[src/lpm_consts.svh]
// Constants of the light and proximity measurement core
`ifndef LPM_CONSTS_SVH
`define LPM_CONSTS_SVH

`define LPM_CLK_MHZ 100
`define LPM_FINE_INTEG_MS 100
`define LPM_COARSE_INTEG_MS 16
`define LPM_PROX_ACTIVE_US 1400
`define LPM_POR_WAIT_MS 2
`define LPM_REPEAT_TICK_MS 10
`define LPM_GAIN_DEFAULT_DEC 53
`define LPM_FINE_UNIT_CYCLES ((`LPM_FINE_INTEG_MS * 1000 * `LPM_CLK_MHZ) / `LPM_GAIN_DEFAULT_DEC)
`define LPM_COARSE_UNIT_CYCLES ((`LPM_COARSE_INTEG_MS * 1000 * `LPM_CLK_MHZ) / `LPM_GAIN_DEFAULT_DEC)
`define LPM_PROX_ACTIVE_CYCLES (`LPM_PROX_ACTIVE_US * `LPM_CLK_MHZ)
`define LPM_POR_WAIT_CYCLES (`LPM_POR_WAIT_MS * 1000 * `LPM_CLK_MHZ)
`define LPM_REPEAT_TICK_CYCLES (`LPM_REPEAT_TICK_MS * 1000 * `LPM_CLK_MHZ)

`define LPM_ADDR_CTRL 8'h40
`define LPM_ADDR_STATUS 8'h41
`define LPM_ADDR_AMB_RATE 8'h45
`define LPM_ADDR_PROX_RATE 8'h46
`define LPM_ADDR_AMB_LOW 8'h4C
`define LPM_ADDR_AMB_HIGH 8'h4D
`define LPM_ADDR_PROX 8'h4F
`define LPM_ADDR_INT_CFG 8'h52
`define LPM_ADDR_GAIN 8'h5A

`define LPM_CTRL_AMB_EN 0
`define LPM_CTRL_PROX_EN 1
`define LPM_CTRL_FORCED 2
`define LPM_CTRL_COARSE 3
`define LPM_CTRL_AMB_TRIG 4
`define LPM_CTRL_PROX_TRIG 5

`define LPM_GAIN_RESET 8'h35
`define LPM_GAIN_MIN 8'h18
`define LPM_GAIN_MAX 8'hFE
`define LPM_AMB_RATE_RESET 8'h32
`define LPM_PROX_RATE_RESET 8'h0A
`define LPM_INT_CFG_RESET 5'h08
`define LPM_INT_CFG_MASK 8'h1F

`endif

[src/lpm_pkg.sv]
// Types of the light and proximity measurement core
package lpm_pkg;

    typedef enum logic [0:0] {
        LPM_AMB_IDLE = 1'b0,
        LPM_AMB_INTEG = 1'b1
    } lpm_amb_state_type;

    typedef enum logic [0:0] {
        LPM_PROX_IDLE = 1'b0,
        LPM_PROX_ACTIVE = 1'b1
    } lpm_prox_state_type;

    typedef struct packed {
        logic [19:0] por_cnt;
        logic por_done;
        logic amb_en;
        logic prox_en;
        logic forced;
        logic coarse;
        logic [1:0] trig;
        logic [7:0] amb_rate;
        logic [7:0] prox_rate;
        logic [4:0] int_cfg;
        logic [7:0] gain;
        logic [19:0] tick_cnt;
        logic tick;
        logic [1:0][7:0] rep_cnt;
        lpm_amb_state_type amb_state;
        logic coarse_used;
        logic [7:0] gain_used;
        logic [19:0] amb_pre;
        logic [7:0] amb_step;
        logic [15:0] amb_acc;
        lpm_prox_state_type prox_state;
        logic [19:0] prox_cnt;
        logic [15:0] amb_res;
        logic [7:0] high_shadow;
        logic [7:0] prox_res;
        logic [7:0] rdata;
        logic common_on;
        logic int_o;
        logic int_oe_n;
    } lpm_state_type;

endpackage

[src/lpm_core.sv]
// Measurement sequencing and result registers of the light and proximity core
`timescale 1ns/1ns
`include "lpm_consts.svh"
module lpm_core
    import lpm_pkg::*;
#(
    parameter int FINE_UNIT_CYCLES = `LPM_FINE_UNIT_CYCLES,
    parameter int COARSE_UNIT_CYCLES = `LPM_COARSE_UNIT_CYCLES,
    parameter int PROX_ACTIVE_CYCLES = `LPM_PROX_ACTIVE_CYCLES,
    parameter int POR_WAIT_CYCLES = `LPM_POR_WAIT_CYCLES,
    parameter int REPEAT_TICK_CYCLES = `LPM_REPEAT_TICK_CYCLES
)
(
    input wire logic clk,
    input wire logic resetn,
    input wire logic [7:0] reg_addr,
    input wire logic reg_wr,
    input wire logic [7:0] reg_wdata,
    input wire logic reg_rd,
    output logic [7:0] reg_rdata,
    output logic reg_ready,
    input wire logic amb_pulse,
    output logic amb_front_on,
    input wire logic [15:0] prox_raw,
    output logic prox_front_on,
    output logic common_on,
    input wire logic int_request,
    output logic int_o,
    output logic int_oe_n
);

    lpm_state_type st;
    lpm_state_type next_st;
    logic [7:0] prox_code;
    logic [15:0] acc_inc;
    logic [19:0] unit_last;
    logic [7:0] gain_clamped;
    logic amb_go;
    logic prox_go;

    lpm_log_encode u_log
    (
        .raw(prox_raw),
        .code(prox_code)
    );

    always_comb
    begin
        next_st = st;
        acc_inc = st.amb_acc;
        unit_last = st.coarse_used ? 20'(COARSE_UNIT_CYCLES - 1) : 20'(FINE_UNIT_CYCLES - 1);
        gain_clamped = st.gain;
        amb_go = 1'b0;
        prox_go = 1'b0;
        next_st.tick = 1'b0;
        next_st.rdata = 8'h00;

        // Internal reset held until the power-up wait has run out
        if (!st.por_done)
        begin
            if (st.por_cnt == 20'(POR_WAIT_CYCLES - 1))
            begin
                next_st.por_done = 1'b1;
            end
            else
            begin
                next_st.por_cnt = st.por_cnt + 20'h00001;
            end
        end

        if (st.tick_cnt == 20'(REPEAT_TICK_CYCLES - 1))
        begin
            next_st.tick_cnt = 20'h00000;
            next_st.tick = 1'b1;
        end
        else
        begin
            next_st.tick_cnt = st.tick_cnt + 20'h00001;
        end
        // Ticks since each channel last started, saturating
        for (int i = 0; i < 2; i++)
        begin
            if (st.tick && st.rep_cnt[i] != 8'hFF)
            begin
                next_st.rep_cnt[i] = st.rep_cnt[i] + 8'h01;
            end
        end

        if (st.gain < `LPM_GAIN_MIN)
        begin
            gain_clamped = `LPM_GAIN_MIN;
        end
        else if (st.gain > `LPM_GAIN_MAX)
        begin
            gain_clamped = `LPM_GAIN_MAX;
        end

        if (st.por_done && st.amb_en)
        begin
            amb_go = st.forced ? st.trig[0] : (st.rep_cnt[0] >= st.amb_rate);
        end
        if (st.por_done && st.prox_en)
        begin
            prox_go = st.forced ? st.trig[1] : (st.rep_cnt[1] >= st.prox_rate);
        end

        // Ambient sequencer
        case (st.amb_state)
            LPM_AMB_IDLE:
            begin
                if (amb_go)
                begin
                    next_st.amb_state = LPM_AMB_INTEG;
                    next_st.gain_used = gain_clamped;
                    next_st.coarse_used = st.coarse;
                    next_st.amb_pre = 20'h00000;
                    next_st.amb_step = 8'h00;
                    next_st.amb_acc = 16'h0000;
                    next_st.rep_cnt[0] = 8'h00;
                    next_st.trig[0] = 1'b0;
                end
            end
            LPM_AMB_INTEG:
            begin
                // Raw count kept as is; its weight is 53/gain lux
                if (amb_pulse && st.amb_acc != 16'hFFFF)
                begin
                    acc_inc = st.amb_acc + 16'h0001;
                end
                next_st.amb_acc = acc_inc;
                if (st.amb_pre == unit_last)
                begin
                    next_st.amb_pre = 20'h00000;
                    if (st.amb_step == st.gain_used - 8'h01)
                    begin
                        next_st.amb_res = acc_inc;
                        next_st.amb_state = LPM_AMB_IDLE;
                    end
                    else
                    begin
                        next_st.amb_step = st.amb_step + 8'h01;
                    end
                end
                else
                begin
                    next_st.amb_pre = st.amb_pre + 20'h00001;
                end
            end
            default:
            begin
                next_st.amb_state = LPM_AMB_IDLE;
            end
        endcase

        // Proximity sequencer
        case (st.prox_state)
            LPM_PROX_IDLE:
            begin
                if (prox_go)
                begin
                    next_st.prox_state = LPM_PROX_ACTIVE;
                    next_st.prox_cnt = 20'h00000;
                    next_st.rep_cnt[1] = 8'h00;
                    next_st.trig[1] = 1'b0;
                end
            end
            LPM_PROX_ACTIVE:
            begin
                if (st.prox_cnt == 20'(PROX_ACTIVE_CYCLES - 1))
                begin
                    next_st.prox_res = prox_code;
                    next_st.prox_state = LPM_PROX_IDLE;
                end
                else
                begin
                    next_st.prox_cnt = st.prox_cnt + 20'h00001;
                end
            end
            default:
            begin
                next_st.prox_state = LPM_PROX_IDLE;
            end
        endcase

        // Register reads; a low-byte read freezes the high byte until the next low-byte read
        if (st.por_done && reg_rd)
        begin
            if (reg_addr == `LPM_ADDR_CTRL)
            begin
                next_st.rdata = {2'b00, st.trig, st.coarse, st.forced, st.prox_en, st.amb_en};
            end
            else if (reg_addr == `LPM_ADDR_STATUS)
            begin
                next_st.rdata = {5'h00, st.common_on, st.prox_state, st.amb_state};
            end
            else if (reg_addr == `LPM_ADDR_AMB_RATE)
            begin
                next_st.rdata = st.amb_rate;
            end
            else if (reg_addr == `LPM_ADDR_PROX_RATE)
            begin
                next_st.rdata = st.prox_rate;
            end
            else if (reg_addr == `LPM_ADDR_AMB_LOW)
            begin
                next_st.rdata = st.amb_res[7:0];
                next_st.high_shadow = st.amb_res[15:8];
            end
            else if (reg_addr == `LPM_ADDR_AMB_HIGH)
            begin
                next_st.rdata = st.high_shadow;
            end
            else if (reg_addr == `LPM_ADDR_PROX)
            begin
                next_st.rdata = st.prox_res;
            end
            else if (reg_addr == `LPM_ADDR_INT_CFG)
            begin
                next_st.rdata = {3'b000, st.int_cfg};
            end
            else if (reg_addr == `LPM_ADDR_GAIN)
            begin
                next_st.rdata = st.gain;
            end
        end

        // Register writes come last so a trigger write wins over its consumption
        if (st.por_done && reg_wr)
        begin
            if (reg_addr == `LPM_ADDR_CTRL)
            begin
                next_st.amb_en = reg_wdata[`LPM_CTRL_AMB_EN];
                next_st.prox_en = reg_wdata[`LPM_CTRL_PROX_EN];
                next_st.forced = reg_wdata[`LPM_CTRL_FORCED];
                next_st.coarse = reg_wdata[`LPM_CTRL_COARSE];
                if (reg_wdata[`LPM_CTRL_FORCED])
                begin
                    next_st.trig[0] = next_st.trig[0] | reg_wdata[`LPM_CTRL_AMB_TRIG];
                    next_st.trig[1] = next_st.trig[1] | reg_wdata[`LPM_CTRL_PROX_TRIG];
                end
                else
                begin
                    next_st.trig = 2'b00;
                end
            end
            else if (reg_addr == `LPM_ADDR_AMB_RATE)
            begin
                next_st.amb_rate = reg_wdata;
            end
            else if (reg_addr == `LPM_ADDR_PROX_RATE)
            begin
                next_st.prox_rate = reg_wdata;
            end
            else if (reg_addr == `LPM_ADDR_INT_CFG)
            begin
                next_st.int_cfg = reg_wdata[4:0];
            end
            else if (reg_addr == `LPM_ADDR_GAIN)
            begin
                next_st.gain = reg_wdata;
            end
        end

        // Shared circuitry stays on while any channel or forced mode is set
        next_st.common_on = next_st.por_done
            & (next_st.amb_en | next_st.prox_en | next_st.forced);
        next_st.int_o = 1'b0;
        next_st.int_oe_n = !((st.int_cfg[1:0] != 2'b00) && int_request);
    end

    always_ff @(posedge clk)
    begin
        if (!resetn)
        begin
            st <= '0;
            st.amb_rate <= `LPM_AMB_RATE_RESET;
            st.prox_rate <= `LPM_PROX_RATE_RESET;
            st.gain <= `LPM_GAIN_RESET;
            st.gain_used <= `LPM_GAIN_RESET;
            st.int_cfg <= `LPM_INT_CFG_RESET;
            st.rep_cnt <= {8'hFF, 8'hFF};
            st.int_oe_n <= 1'b1;
        end
        else
        begin
            st <= next_st;
        end
    end

    assign reg_rdata = st.rdata;
    assign reg_ready = st.por_done;
    assign amb_front_on = st.amb_state;
    assign prox_front_on = st.prox_state;
    assign common_on = st.common_on;
    assign int_o = st.int_o;
    assign int_oe_n = st.int_oe_n;
endmodule

[src/lpm_log_encode.sv]
// Logarithmic 8-bit coding of a raw proximity sample
`timescale 1ns/1ns
module lpm_log_encode
    import lpm_pkg::*;
(
    input wire logic [15:0] raw,
    output logic [7:0] code
);

    logic [3:0] msb_pos;
    logic [15:0] norm;

    // Upper nibble is the exponent, lower nibble the four bits after the leading one
    always_comb
    begin
        msb_pos = 4'h0;
        for (int i = 0; i < 16; i++)
        begin
            if (raw[i])
            begin
                msb_pos = 4'(i);
            end
        end
        norm = raw << (4'hF - msb_pos);
        if (raw == 16'h0000)
        begin
            code = 8'h00;
        end
        else
        begin
            code = {msb_pos, norm[14:11]};
        end
    end

endmodule

[config.mk]
export PLATFORM = sky130hd
export DESIGN_NAME = lpm_core
export DESIGN_NICKNAME = d
export VERILOG_FILES = /design/src/lpm_pkg.sv /design/src/lpm_core.sv /design/src/lpm_log_encode.sv
export VERILOG_INCLUDE_DIRS = /design/src
export SDC_FILE = /design/constraint.sdc
export NUM_CORES = 1
export LEC_CHECK = 0
export BUFFER_PORTS_ARGS = -buffer_cell sky130_fd_sc_hd__buf_4
export CORE_AREA = 4 4 121 181
export CTS_CLUSTER_DIAMETER = 40
export DETAILED_ROUTE_END_ITERATION = 10
export DIE_AREA = 0 0 125 185
export PLACE_DENSITY = 0.75
export SYNTH_ARGS = -nofsm -noshare
export SYNTH_HDL_FRONTEND = slang
export SYNTH_SLANG_ARGS = --single-unit
[constraint.sdc]
create_clock -name clk -period 2.5 [get_ports clk]
set_input_delay 0.75 -clock clk [delete_from_list [all_inputs] [get_ports clk]]
set_output_delay 0.75 -clock clk [all_outputs]
set_load 0.05 [all_outputs]
Word level (Yosys, flattened, before mapping):

Cells that the tools add are included.
Widths: inputs -> output; s select.

* flip-flop bits (word level): 211
* bits in latches: 0
* RAM bits: 0
* memory bits (read-only): 0
* bits of input ports: 38
* output and inout bits: 14
* word-level logic and storage cells: 178
* memories: 0

* add/subtract/negate cells: 10
* multipliers: 0
* div/mod/pow operators: 0
* order comparisons: 4
* equal/unequal tests: 22
* shifts and indexed selects: 1
* mux-type cells: 68
* bitwise operators: 16
* reductions and logical operators: 26

Operators with widths (count)
* $mux 8: 23
* $pmux 44 s2: 1
* $add 20x1->20 const B: 4
* $eq 8x7->1 const B: 9
* $mux 62: 1
* $mux 21: 2
* $pmux 21 s2: 1
* $eq 20x18->1 const B: 2
* $mux 20: 2
* $mux 35: 1
* $mux 4: 8
* $mux 29: 1
* $add 8x1->8 const B: 3
* $eq 20x18->1: 1
* $eq 20x20->1 const B: 1
* $mux 18: 1
* $add 16x1->16 const B: 1
* $ge 8x8->1: 2
* $logic_not 16->1: 1
* $mux 16: 1
* $ne 16x16->1 const B: 1
* $ne 8x8->1 const B: 2
* $shl 16x4->15: 1
* $mux 1: 15
* other kinds (26): 62

Logic depth before layout (Yosys ltp):

* depth in word-level cells: 18
* depth in mapped cells: 11
* mapped depth without buffers: 9

Cells and area by module:

Synthesis repeated with hierarchy kept, for this count alone.

* cells, all modules: 1373
* area, all modules: 11200.7 sq um

Modules (own cells, without submodules)
* lpm_core: times used 1, cells each 1260, area an instance 10477.5 sq um, sequential area each 4204.0 sq um
* lpm_log_encode: times used 1, cells each 113, area an instance 723.2 sq um, sequential area each 0.0 sq um

Worst setup path before layout:

OpenSTA, ideal clock, no wires.

* kind: input port to flip-flop
* start point: input reg_addr[7]
* end point: register st (netlist bit common_on)
* library setup time: 0.093 ns
* arrival: 2.563 ns
* data required time: 2.407 ns
* setup slack: -0.156 ns
* stages: 7
* path buffers: 1
* cell sequence: or4b_1 -> nor4_2 -> and2b_1 -> and3_1 -> clkbuf_1 -> nor4_1 -> nor4_1

* word-level cells in the longest chain between the ends: 6

Ends and longest elaborated chain
* from (decl): RTL line lpm_core.sv:16 `input wire logic [7:0] reg_addr,`
* $eq 8x7->1 (no source line) (*)
* $mux 6 (*): RTL line lpm_core.sv:230 `` if (reg_addr == `LPM_ADDR_CTRL) ``
* $mux 35 (*): RTL line lpm_core.sv:228 `if (st.por_done && reg_wr)`
* $or 1x1->1: RTL line lpm_core.sv:266 `& (next_st.amb_en | next_st.prox_en | next_st.forced);`
* $or 1x1->1 (*): RTL line lpm_core.sv:266
* $and 1x1->1 (*): RTL line lpm_core.sv:266
* to (signal assigned): RTL line lpm_core.sv:286 `st <= next_st;`
* to (decl): RTL line lpm_core.sv:32 `lpm_state_type st;`

Every way passes the cells marked *; elsewhere a longest branch is shown, timed or not.
A chain may end at the register's enable or synchronous reset.

Worst setup path after layout:

* start point: register st[94] (netlist bit)
* end point: register st[36] (netlist bit)

* word-level cells in the longest chain between the ends: 2

Ends and longest elaborated chain
* $eq 20x18->1: RTL line lpm_core.sv:131 `if (st.amb_pre == unit_last)`
* $reduce_and 3->1 (no source line)

Every way passes these cells.

==> impl_metrics.toml <==
[status]
status = "finished, final reports clean"

[timing]
setup_violations = 0
period_share_pct = 94.9
fin_tns_setup_ps = 0
max_freq_ghz = 0.422
finalHoldViolations = 0
rsz0062_at_grt = "false"
finalCriticalPeriod_ps = 2370
tightestPinTransition_ps = 608
hold_ws_ps = 455
maxSlewViolCount = 0
skew_ps = 19.8
relSlewSlack_pct = 59.4

[critical_path]
crit_slowest_cell = "or4b_4"
cp-endpoint = "st[36]"
cp.required_ps = 2890
crit_fanout = 17
r2r-end = "st[36]"
arrival_ps = 2760
slowest_delay_ps = 540
crit_start = "st[94]"
r2r_slack_ps = 130
path_depth = 8
crit_type = "flip-flop to flip-flop"
crit_buf_inv = 1
start_kind = "flip-flop"
cp_cell_sequence = "nand2_1 > or4b_4 > a221oi_4 > and2_4 > or3b_4 > buf_12 > mux2i_1 > nor2_1"
reg2reg_depth = 8
rr_startpoint = "st[94]"
crit_family = "simple AND/OR/NAND/NOR gates"
endpoint_kind = "flip-flop"

[grt]
grt_pass1_vias = 10300
grt_pass1_wl_um = 49300
grt_max_degree = 79
antenna_found_initial = 0
grt-ovfl-total = 0
grt_usage_pct = 25.1

[clocking]
clockRootBuffer = "clkbuf_16"
cts_buffers = 24
ctsHtreeMaxLevel = 1
cts_sinks = 210
clk_latency_ps = 520
cts_tree = "yes"
cts_buffer_depth = 3
hold_buffers = 0
clk_pin_slew_worst_paths_ps = 60

[cells_and_area]
final_util_pct = 64.4
final_cell_mix = "dfxtp_1 (208), nand2_1 (171), nor2_1 (148), buf_4 (139), a21oi_1 (92)"
layout-drive-gt1-share_pct = 14.2
area_growth_pct = 18.7
final_cell_area_sq_um = 13100
fillCellCount = 1780
num_antenna_cells = 0
finalNonFillerCells = 1758
nets = 1543
layout_commonest_cell = "dfxtp_1"

[yosys]
synth_cell_types = 80
synth-simple-area-share_pct = 27.3
synth-compound-area-share_pct = 17.4
synthesis.area_sq_um = 11000
synth_seq_area_share_pct = 38.1
avgSynthCellArea_sq_um = 7.96
syn_inst = 1386
synthXorXnorAreaFrac_pct = 5.63
synth_top_family_by_area = "simple AND/OR/NAND/NOR gates"
synth_mux_area_share_pct = 4.28
synth_fp_nets = 1449
synth_ff_type = "dfxtp_1"
synth-seq-cells = 210
synth_adder_area_share_pct = 2.83
synth_async_sr_flop_share_pct = 0
synth-warning-count = 0
synth_edf_count = 0

[die]
row_count = 64
dieArea_sq_um = 23100
io_pins = 52
initial_core_util_pct = 54.3
coreArea_sq_um = 20300
die_h_um = 185
die_w_um = 125

[placement]
dp_cells = 1716
dp_hpwl_um = 21400
placed_area_sq_um = 12200
place.gp.congestion = 0.976
io_buffers = 50

[route]
drc = 0
wirelength_um = 29400
first_pass_iters = 5
drt_iter0_drc = 621
ant_nets = 0
wl_per_cell_um = 16.7
vias = 10500
routed_via_density = 5.98

[power]
p_leak_nw = 5.05
p_per_area_nw_per_um2 = 574
peakVddDrop_v = 0.000522

[hold_path]
min_path_type = "flip-flop to flip-flop"

[job]
drv_cap = 0
-- worst min-delay path by stage --
stage	startpoint	to	slack, ps	cells after the start
2_1_floorplan	st[135]	st[135]	430	1
3_3_place_gp	st[135]	st[135]	440	1
3_5_place_dp	st[135]	st[135]	450	1
4_1_cts	int_request	int_oe_n	450	2
5_1_grt	int_request	int_oe_n	460	2
6_report	st[135]	st[135]	460	1
-- Yosys cell counts (all sizes together) (3+ instances only) --
cell type | n | area, sq um
dfxtp | 210 | 4200
nand2 | 171 | 642
nor2 | 150 | 566
a21oi | 93 | 465
nand3 | 75 | 375
o21ai | 73 | 365
clkbuf | 61 | 229
mux2i | 45 | 450
inv | 41 | 154
xor2 | 37 | 324
xnor2 | 34 | 298
nand4 | 33 | 206
ha | 25 | 313
nor3 | 24 | 120
a31oi | 22 | 138
and3 | 22 | 138
or3 | 20 | 125
nor4 | 19 | 125
o31ai | 17 | 128
a22oi | 16 | 120
o211ai | 16 | 120
or4 | 16 | 120
buf | 15 | 111
and2 | 13 | 82.6
a211oi | 10 | 75.1
nand2b | 9 | 56.3
nor3b | 9 | 67.6
nor2b | 8 | 50.1
a21o | 7 | 52.6
a221oi | 7 | 67.6
nand3b | 7 | 52.6
o21a | 7 | 52.6
or3b | 7 | 61.3
or2 | 6 | 37.5
a21boi | 5 | 37.5
a222oi | 5 | 50.1
and4 | 4 | 35.0
nand4b | 4 | 35.0
nor4b | 4 | 35.0
or4b | 4 | 43.8
o2111ai | 3 | 26.3
-- routing by layer --
metal	vias up	routed length, um	GRT usage (%)
met5	-	0	0
met4	0	1380	12.5
met3	91	1360	3.17
met2	302	15300	47.6
met1	4951	11300	27.5
li1	5161	-	-
-- final cells by class --
| class | instances | area (sq um) | area share, % |
|---|---|---|---|
| clock buffers | 29 | 651 | 4.97 |
| clock inverters | 11 | 198 | 1.51 |
| inverters | 42 | 159 | 1.21 |
| multi-input cells | 1058 | 6410 | 48.9 |
| flip-flops and latches | 210 | 4210 | 32.1 |
| well taps | 264 | 330 | 2.52 |
| repair buffers | 144 | 1140 | 8.73 |
-- logic make-up (layout without fill, tap and decap cells) --
family,after synthesis,after routing
AO/OA/AOI/OAI,305,305
other,1,1
adder cells (fa/ha/maj),25,25
AND/OR/NAND/NOR,609,609
multiplexers,47,47
buffers and inverters,118,226
flip-flops,210,210
XOR/XNOR,71,71
-- flip-flops by register name, summed over array words and instances, names as in the netlist --
| name | flops |
|---|---|
| amb_front_on | 1 |
| common_on | 1 |
| int_oe_n | 1 |
| prox_front_on | 1 |
| reg_rdata | 8 |
| reg_ready | 1 |
| st | 197 |
-- per-stage QoR --
stage / power (mW) / setup WS [ps]
after floorplan: 3.62 / -8.36
after global placement: 3.80 / -148
after detailed placement: 3.80 / -171
after CTS: 7.57 / 31.0
after global routing: 7.74 / 2.46
final: 7.52 / 128
-- what timing repair did --
item | CTS | global route
buffers inserted | 0 | 2
resized for setup | 3 | 11
gates cloned | 0 | 0
pin swaps | 0 | 3
endpoints found under the setup margin | 14 | 40
-- report_power, final --
group	internal, mW	switching (mW)
Sequential	3.35	0.00724
Clock	2.38	1.42
Combinational	0.147	0.221
Total	5.88	1.65
No activity file was read; power rests on OpenSTA's default activity.
